[config.mk]
export PLATFORM = sky130hd
export DESIGN_NAME = shv_host_vram_bus
export DESIGN_NICKNAME = d
export VERILOG_FILES = /design/src/design/shv_host_vram_bus.v /design/src/design/shv_sync3.v
export VERILOG_INCLUDE_DIRS = /design/src /design/src/common
export SDC_FILE = /design/constraint.sdc
export NUM_CORES = 1
export LEC_CHECK = 0
export BUFFER_PORTS_ARGS = -buffer_cell sky130_fd_sc_hd__buf_4
export CAP_MARGIN = 20
export CORE_UTILIZATION = 45
export CTS_CLUSTER_DIAMETER = 80
export DETAILED_ROUTE_END_ITERATION = 8
export GPL_ROUTABILITY_DRIVEN = 0
export HOLD_SLACK_MARGIN = 0.06
export PLACE_DENSITY = 0.85
export SYNTH_ARGS = -nofsm -noshare
export SYNTH_HDL_FRONTEND = slang
export SYNTH_SLANG_ARGS = --single-unit
export TNS_END_PERCENT = 30
[constraint.sdc]
create_clock -name clk_sys -period 2.7 [get_ports clk_sys]
set_input_delay 0.27 -clock clk_sys [delete_from_list [all_inputs] [get_ports clk_sys]]
set_output_delay 0.27 -clock clk_sys [all_outputs]
set_load 0.005 [all_outputs]
[src/common/shv_consts.vh]
`ifndef SHV_CONSTS_VH
`define SHV_CONSTS_VH

// Register index (double-word address on the low address lines) of the interrupt status register
`define SHV_INT_STATUS_INDEX 7'h05
// Cycles a host external access waits, less one, before ready is given
`define SHV_EXT_WAIT 4'h3
// Own video RAM cycle kinds
`define SHV_KIND_DATA 2'h0
`define SHV_KIND_TRANSFER 2'h1
`define SHV_KIND_REFRESH 2'h2
// Byte enable that selects the register half word
`define SHV_HALF_SEL_BIT 0
// Enable pattern that turns all four bytes on (active low)
`define SHV_BE_ALL_N 4'h0
`define SHV_BE_NONE_N 4'hF

`endif

[src/design/shv_host_vram_bus.v]
`timescale 1ns/1ps
`default_nettype none
`include "shv_consts.vh"

module shv_host_vram_bus (
   // Clock and reset
   input wire clk_sys,
   input wire resetn,
   // Host handshake
   input wire hostAccessRequestN,
   input wire hostAddrValidN,
   input wire hostRegselN,
   input wire hostMemselN,
   output reg hostBusGrantN,
   output reg hostXferReadyN,
   output reg hostIrqN,
   // Shared address bus, bits 31..2
   input wire [6:0] addrLoIn,
   output reg [29:0] addrOut,
   output reg addrOe,
   // Shared data bus
   input wire [31:0] dataIn,
   output reg [31:0] dataOut,
   output reg dataOe,
   // Shared byte enables, active low
   input wire [3:0] byteEnN_in,
   output reg [3:0] byteEnN_out,
   output reg byteEnOe,
   // Shared write enable, active low
   input wire writeEnN_in,
   output reg writeEnN_out,
   output reg writeEnOe,
   // Own memory cycle definition and ready
   input wire memReadyN,
   output reg memCycleStartN,
   output reg memTransferCycleN,
   output reg memRefreshCycleN,
   output reg clockOutput,
   // Core side memory request, held until acknowledged
   input wire coreReq,
   input wire coreWrite,
   input wire [1:0] coreKind,
   input wire [29:0] coreAddr,
   input wire [3:0] coreByteEn,
   input wire [31:0] coreWdata,
   output reg coreAck,
   output reg [31:0] coreRdata,
   // Internal register file side
   input wire [15:0] regRdata,
   output reg regStrobe,
   output reg regWrite,
   output reg [6:0] regIndex,
   output reg regOddWord,
   output reg [15:0] regWdata,
   // Interrupt sources
   input wire irqEvent,
   input wire irqEnable
);

   // ==========================================================
   // States
   localparam [3:0] ST_IDLE = 4'h0;
   localparam [3:0] ST_GRANT = 4'h1;
   localparam [3:0] ST_REGR = 4'h2;
   localparam [3:0] ST_HMEM = 4'h3;
   localparam [3:0] ST_HEXT = 4'h4;
   localparam [3:0] ST_DONE = 4'h5;
   localparam [3:0] ST_MEMT1 = 4'h6;
   localparam [3:0] ST_MEMW = 4'h7;
   localparam [3:0] ST_REGW = 4'h8;

   reg [3:0] state_q;
   reg [3:0] extCnt_q;
   reg ownWrite_q;
   wire hostReqN;
   wire hostValidN;
   wire irqSet;
   wire statusRead;

   // ==========================================================
   // Asynchronous host strobes
   shv_sync3 #(.INIT(1'b1)) uSyncReq (
      .clk_sys(clk_sys),
      .resetn(resetn),
      .asyncIn(hostAccessRequestN),
      .syncOut(hostReqN)
   );

   shv_sync3 #(.INIT(1'b1)) uSyncValid (
      .clk_sys(clk_sys),
      .resetn(resetn),
      .asyncIn(hostAddrValidN),
      .syncOut(hostValidN)
   );

   // ==========================================================
   // Clock output: half rate toggle gives an exact 50% duty
   always @(posedge clk_sys or negedge resetn) begin
      if (!resetn) begin
         clockOutput <= 1'b0;
      end else begin
         clockOutput <= ~clockOutput;
      end
   end

   // ==========================================================
   // Interrupt: a set in the clearing cycle wins
   assign irqSet = irqEvent & irqEnable;
   assign statusRead = regStrobe & ~regWrite & (regIndex == `SHV_INT_STATUS_INDEX);

   always @(posedge clk_sys or negedge resetn) begin
      if (!resetn) begin
         hostIrqN <= 1'b1;
      end else if (irqSet) begin
         hostIrqN <= 1'b0;
      end else if (statusRead) begin
         hostIrqN <= 1'b1;
      end
   end

   // ==========================================================
   // Access sequencer
   always @(posedge clk_sys or negedge resetn) begin
      if (!resetn) begin
         state_q <= ST_IDLE;
         extCnt_q <= 4'h0;
         ownWrite_q <= 1'b0;
         hostBusGrantN <= 1'b1;
         hostXferReadyN <= 1'b1;
         addrOut <= 30'h0;
         addrOe <= 1'b0;
         dataOut <= 32'h0;
         dataOe <= 1'b0;
         byteEnN_out <= `SHV_BE_NONE_N;
         byteEnOe <= 1'b0;
         writeEnN_out <= 1'b1;
         writeEnOe <= 1'b0;
         memCycleStartN <= 1'b1;
         memTransferCycleN <= 1'b1;
         memRefreshCycleN <= 1'b1;
         coreAck <= 1'b0;
         coreRdata <= 32'h0;
         regStrobe <= 1'b0;
         regWrite <= 1'b0;
         regIndex <= 7'h0;
         regOddWord <= 1'b0;
         regWdata <= 16'h0;
      end else begin
         coreAck <= 1'b0;
         regStrobe <= 1'b0;
         memCycleStartN <= 1'b1;
         case (state_q)
            ST_IDLE: begin
               // Host is served ahead of the core's own cycles
               if (!hostReqN) begin
                  hostBusGrantN <= 1'b0;
                  addrOe <= 1'b0;
                  dataOe <= 1'b0;
                  byteEnOe <= 1'b0;
                  writeEnOe <= 1'b0;
                  state_q <= ST_GRANT;
               end else if (coreReq) begin
                  ownWrite_q <= coreWrite;
                  addrOut <= coreAddr;
                  addrOe <= 1'b1;
                  dataOut <= coreWdata;
                  dataOe <= coreWrite;
                  // Reads fetch the whole double word
                  byteEnN_out <= coreWrite ? ~coreByteEn : `SHV_BE_ALL_N;
                  byteEnOe <= 1'b1;
                  writeEnN_out <= ~coreWrite;
                  writeEnOe <= 1'b1;
                  memCycleStartN <= 1'b0;
                  memTransferCycleN <= ~(coreKind == `SHV_KIND_TRANSFER);
                  memRefreshCycleN <= ~(coreKind == `SHV_KIND_REFRESH);
                  state_q <= ST_MEMT1;
               end
            end
            ST_MEMT1: begin
               state_q <= ST_MEMW;
            end
            ST_MEMW: begin
               // Cycle definition holds until memory is ready
               if (!memReadyN) begin
                  if (!ownWrite_q) begin
                     coreRdata <= dataIn;
                  end
                  coreAck <= 1'b1;
                  memTransferCycleN <= 1'b1;
                  memRefreshCycleN <= 1'b1;
                  addrOe <= 1'b0;
                  dataOe <= 1'b0;
                  byteEnOe <= 1'b0;
                  writeEnOe <= 1'b0;
                  writeEnN_out <= 1'b1;
                  state_q <= ST_IDLE;
               end
            end
            ST_GRANT: begin
               // Host selects decide the access kind
               if (!hostValidN) begin
                  regIndex <= addrLoIn;
                  regOddWord <= byteEnN_in[`SHV_HALF_SEL_BIT];
                  regWrite <= ~writeEnN_in;
                  extCnt_q <= 4'h0;
                  if (!hostRegselN) begin
                     if (!writeEnN_in) begin
                        hostXferReadyN <= 1'b0;
                        state_q <= ST_REGW;
                     end else begin
                        regStrobe <= 1'b1;
                        state_q <= ST_REGR;
                     end
                  end else if (!hostMemselN) begin
                     state_q <= ST_HMEM;
                  end else begin
                     state_q <= ST_HEXT;
                  end
               end else if (hostReqN) begin
                  hostBusGrantN <= 1'b1;
                  state_q <= ST_IDLE;
               end
            end
            ST_REGW: begin
               // Host data is valid while ready is shown
               regWdata <= regOddWord ? dataIn[15:0] : dataIn[31:16];
               regStrobe <= 1'b1;
               state_q <= ST_DONE;
            end
            ST_REGR: begin
               // Unused half word is driven as zero
               dataOut <= regOddWord ? {16'h0, regRdata} : {regRdata, 16'h0};
               dataOe <= 1'b1;
               hostXferReadyN <= 1'b0;
               state_q <= ST_DONE;
            end
            ST_HMEM: begin
               // Host owns data and write enable; memory ready closes it
               if (!memReadyN) begin
                  hostXferReadyN <= 1'b0;
                  state_q <= ST_DONE;
               end
            end
            ST_HEXT: begin
               if (extCnt_q == `SHV_EXT_WAIT) begin
                  hostXferReadyN <= 1'b0;
                  state_q <= ST_DONE;
               end else begin
                  extCnt_q <= extCnt_q + 4'h1;
               end
            end
            ST_DONE: begin
               // Ready holds until the host drops its request
               if (hostReqN) begin
                  hostXferReadyN <= 1'b1;
                  hostBusGrantN <= 1'b1;
                  dataOe <= 1'b0;
                  state_q <= ST_IDLE;
               end
            end
            default: begin
               state_q <= ST_IDLE;
            end
         endcase
      end
   end

endmodule // shv_host_vram_bus

`default_nettype wire

[src/design/shv_sync3.v]
`timescale 1ns/1ps
`default_nettype none

// Three-stage synchroniser; the output follows only once stages two and three agree
module shv_sync3 #(
   parameter INIT = 1'b1
) (
   // Clock and reset
   input wire clk_sys,
   input wire resetn,
   // Asynchronous level in, synchronised level out
   input wire asyncIn,
   output reg syncOut
);

   reg s1_q;
   reg s2_q;
   reg s3_q;

   always @(posedge clk_sys or negedge resetn) begin
      if (!resetn) begin
         s1_q <= INIT;
         s2_q <= INIT;
         s3_q <= INIT;
         syncOut <= INIT;
      end else begin
         s1_q <= asyncIn;
         s2_q <= s1_q;
         s3_q <= s2_q;
         if (s2_q == s3_q) begin
            syncOut <= s3_q;
         end
      end
   end

endmodule // shv_sync3

`default_nettype wire

== Yosys cells after proc, flatten, opt, wreduce, memory -nomap -nowiden ==
Index checks and enable logic that the tools add are counted.
Storage, ports and cells
  word-level logic and storage cells: 151
  output and inout port bits: 137
  register bits after elaboration: 152
  input bits: 139
Cells by class
  bitwise gates (word level): 13
  eq/ne operators: 27
  muxes and demuxes: 59
  reductions and logical operators: 20
  add/subtract/negate cells: 1
Operator list (count)
  32-bit 2-to-1 mux: 3
  32-bit one-hot mux with 2 select lines: 1
  4-bit 2-to-1 mux: 12
  4-bit one-hot mux with 8 select lines: 1
  1-bit 2-to-1 mux: 31
  2-bit inequality test (second input constant): 9
  3-bit AND reduction: 6
  4-bit by 3-bit == test with 1-bit output (second input constant): 4
  16-bit 2-to-1 mux: 1
  4-bit by 2-bit == test with 1-bit output (second input constant): 3
  4-bit AND reduction: 3
  1-bit one-hot mux with 2 select lines: 5
  1-bit inverter: 9
  4-bit one-hot mux with 2 select lines: 1
  2-bit nonzero test: 4
  7-bit by 3-bit == test with 1-bit output (second input constant): 1
  7-bit AND reduction: 1
  2-bit by 1-bit inequality test with 1-bit output (second input constant): 3
  1-bit one-hot mux with 5 select lines: 1
  5-bit nonzero test: 1
  4-bit by 1-bit adder with 4-bit output (second input constant): 1
  4-bit by 1-bit == test with 1-bit output (second input constant): 1
  4-bit == test (second input constant): 1
  4-bit zero test: 1
  other kinds (13): 16

== Depth between registers and ports, before layout ==
  depth in word-level cells: 5
  mapped depth: 8

== Cells and area by module ==
A second synthesis with hierarchy kept.
Unflattened totals
  cells, all modules: 638
  area total of the unflattened synthesis: 6703.9 um2
Modules (own cells, without submodules)
  shv_host_vram_bus: instances 1, area an instance 6471.2 um2, sequential area each 3617.2 um2, cells each 628
  shv_sync3: instances 2, area an instance 116.4 um2, sequential area each 105.1 um2, cells each 5

== Worst setup path after synthesis ==
Ideal clock, no wire load.
  path kind: register -> register
  from: reg extCnt_q[0]
  to: reg state_q[2]
  cell stages (with the launch flop): 6
  period minus slack after synthesis: 1.871 ns
  path buffers: 0
  slack: 0.829 ns
  arrival time: 1.746 ns
  cells stage by stage: dfrtp_1 ha_1 or3b_1 and2_1 or3b_4 mux2_4
Between the ends
  longest elaborated chain between the ends: 3
RTL lines
  from (decl): RTL line shv_host_vram_bus.v:73  | reg [3:0] extCnt_q;
  from (signal assigned): RTL line shv_host_vram_bus.v:249  | extCnt_q <= extCnt_q + 4'h1;
  4-bit by 2-bit == test with 1-bit output (no line)
  2-bit inequality test (no line)
  4-bit AND reduction (no line)
  to (signal assigned): RTL line shv_host_vram_bus.v:125  | state_q <= ST_IDLE;
  to (signal assigned): RTL line shv_host_vram_bus.v:161  | state_q <= ST_GRANT;
  to (signal assigned): RTL line shv_host_vram_bus.v:176  | state_q <= ST_MEMT1;
  to (decl): RTL line shv_host_vram_bus.v:72  | reg [3:0] state_q;
No other way between the ends.
A chain may end at the register's enable or synchronous reset.

== Worst setup path in the final report ==
  from: reg state_q[3]
  to: reg memRefreshCycleN
Between the ends
  longest elaborated chain between the ends: 3
  elaborated cells between the ends (all ways): 8
  classes of those cells: 4 x eq/ne; 1 x mux; 3 x reduce/logical
RTL lines
  4-bit by 3-bit == test with 1-bit output or 4-bit zero test (tied branches): RTL line shv_host_vram_bus.v:152  | case (state_q)
  2-bit inequality test (no line) (tied with other cells)
  4-bit AND reduction (no line)
  to (signal assigned): RTL line shv_host_vram_bus.v:175  | memRefreshCycleN <= ~(coreKind == `SHV_KIND_REFRESH);
  to (decl): RTL line shv_host_vram_bus.v:37  | output reg memRefreshCycleN,
Parallel ways exist; a longest one is shown, timed or not.

==> flow_summary_export.csv <==
group,metric,value,unit
cts,cts_buffers,17,
drt,drc,0,
drt,vias_per_cell,5.200,
critical_path,rrSetupSlack,130,ps
place,hpwl,12610,um
pwr,max-vdd-ir-drop,0.5166,mV
sta,max_freq,388.6,MHz
critical_path,cp_data_arrival_time,2940,ps
min_path,hold_path_class,"primary input to register",
sta,final.setup_skew,8.715,ps
cts,clockBufferDepth,2,
grt,grt_max_degree,65,
floorplanning,start_util,0.4676,
grt,overflow,0,
critical_path,crit_start,"state_q[3]",
layout,final_core_util,0.6904,
floorplanning,core,14750,sq um
yosys,synth_common_cells,"nand2_1 (162), dfrtp_1 (133), a21oi_1 (39), mux2i_1 (32), nor2_1 (27)",
drt,ant_nets,0,
cts,clkTransAtPathRegs,70,ps
cts,clkLatencyLatePin,420,ps
pwr,total_power,10.56,mW
floorplanning,die_h,125.8,um
critical_path,cp_max_fo,41,
layout,finish.net_count,1084,
drt,wl_per_cell,17.38,um
yosys,synth_seq_cells,152,
place,port_buffers,272,
min_path,worstHoldStart,"dataIn[22]",
critical_path,cp_data_required_time,3070,ps
sta,setup_violations,0,
layout,diodes,0,
grt,grt_pass1_wl,31270,um
drt,drt_iter0_drc,344,
critical_path,path_buf_inv,2,
cts,post-cts-setup-buffers,0,
yosys,postSynthAreaPerCell,10.95,sq um
yosys,ys_seq_area_frac,0.5548,
critical_path,critPathLaunchType,"register",
yosys,ys_warn_count,0,
cts,cts_sinks,152,
sta,relSlewSlack,0.5634,
critical_path,path_class,"register to register",
pwr,powerDensity,1037,nW/um^2
pwr,power_leakage,5.000,nW
sta,period_needed,2574,ps
yosys,synth_edf_count,0,
outcome,outcome,"finished, final reports clean",
floorplanning,rows,44,
yosys,ys_async_sr_fraction,1.000,
floorplanning,io_pins,276,
drt,drt_wl_total,19830,um
grt,grt_util_all_layers,0.2546,
yosys,synth_area,6899,sq um
critical_path,reg2reg_to,"memRefreshCycleN",
min_path,holdPathStages,2,
critical_path,crit_family,"simple AND/OR/NAND/NOR gates",
grt,antenna_found_initial,0,
layout,drive_above_1_share,0.4190,
yosys,netlist_top_cells_area,"dfrtp_1 (48%), nand2_1 (8.8%), dfstp_2 (7.2%), mux2i_1 (4.6%), mux2_2 (4.2%)",
drt,dr.pass1.iters,5,
cts,root_buffer,"clkbuf_16",
layout,syn_to_final_growth,47.64,%
yosys,yosysTopAreaCellShare,0.4824,
place,dp_cells,1057,
min_path,min_to,"coreRdata[22]",
yosys,synth_cell_types,60,
sta,final_max_slew_viol_count,0,
drt,vias,5933,
yosys,synth_fp_nets,770,
critical_path,reg2reg_from,"state_q[3]",
floorplanning,die_w,125.8,um
critical_path,reg2regPathDepth,6,
grt,grt_pass1_vias,6100,
yosys,synthMostInstantiatedCell,"nand2_1",
yosys,ys.flop_type,"dfrtp_1",
run,maxCapViolCount,0,
sta,worst_pin_slew,654.9,ps
critical_path,crit_chain,"nor4_4 -> and3_1 -> buf_6 -> nor3_1 -> a31oi_1 -> dlygate4sd3_1",
yosys,netlist_instances,630,
cts,cts_max_level,4,
critical_path,cp-end-kind,"register",
critical_path,cpMaxStageDelayCell,"dlygate4sd3_1",
cts,tritoncts,"built",
floorplanning,die-area,15830,sq um
yosys,yosysTopAreaCell,"dfrtp_1",
sta,fin_crit_sh,0.9532,
sta,hold_viol_final,0,
critical_path,slowest_delay,570,ps
layout,stdcell_count,1141,
==> how the worst max path moves through the flow <==
| stage | end | cells past startpoint |
|---|---|---|
| after global routing | memRefreshCycleN | 6 |
| final | memRefreshCycleN | 6 |
| after floorplan | state_q[2] | 5 |
| after detailed placement | dataOut[1] | 5 |
| after CTS | memRefreshCycleN | 6 |
| after global placement | dataOut[1] | 5 |
==> layout make-up <==
cell class	count	area, sq um
clock inverter	13	168.9
sequential	152	3829
tap	184	230.2
fill	1056	4568
timing repair buffer	337	2718
clock buffer	19	432.9
multi-input combinational	412	2718
inverter	24	90.09
==> routing by layer <==
layer | share of wire | global-route usage
met1 | 0.40 | 0.3046
met3 | 0.078 | 0.07604
met2 | 0.50 | 0.4366
met5 | 0 | 0
met4 | 0.019 | 0.09001
==> registers in the layout (all words and copies together) (netlist names), 4 cells and up <==
name / count
addrOut: 30
state_q: 4
dataOut: 32
regIndex: 7
regWdata: 16
byteEnN_out: 4
extCnt_q: 4
coreRdata: 32
==> stage by stage <==
step           setup TNS, ps  hold WS [ps]  cell area [sq um]  setup slack (ps)
2_1_floorplan              0        -25.59               6899             828.9
3_3_place_gp               0         262.0               9060             496.9
3_5_place_dp               0         264.6               9060             479.7
4_1_cts                    0         63.06              10180             129.8
5_1_grt               -6.221         62.00              10190            -6.221
6_report                   0         82.53              10190             126.4
==> kinds of logic after synthesis <==
| logic type | share of synthesized area |
|---|---|
| and+or+nand+nor | 0.1754 |
| buffers and inverters | 0.05332 |
| DFF | 0.5548 |
| muxes | 0.1384 |
| xor gates and xnor gates | 0.002539 |
| adders and majority gates | 0.004715 |
| AOI/OAI and AO/OA | 0.07091 |
==> layout by cell type (no fill, tap or decap), types with 17 or more instances in the layout <==
master and n:
buf_4 279, nand2_1 162, dfrtp_1 132, dlygate4sd3_1 52, a21oi_1 39, mux2i_1 32, nor2_1 27, mux2_2 26
inv_1 23, o21ai_0 19, dfstp_2 19, clkbuf_16 17
==> power breakdown <==
| group | total [mW] | internal, mW | switching [mW] |
|---|---|---|---|
| logic | 4.06 | 2.35 | 1.71 |
| clock network | 2.44 | 1.46 | 0.977 |
| registers | 4.06 | 3.31 | 0.751 |
==> timing repair <==
action,4_1_cts,5_1_grt
resized for setup,0,1
endpoints found under the hold margin,98,0
endpoints found under the setup margin,0,1
hold buffers,52,0
(Power assumes the default switching activity.)
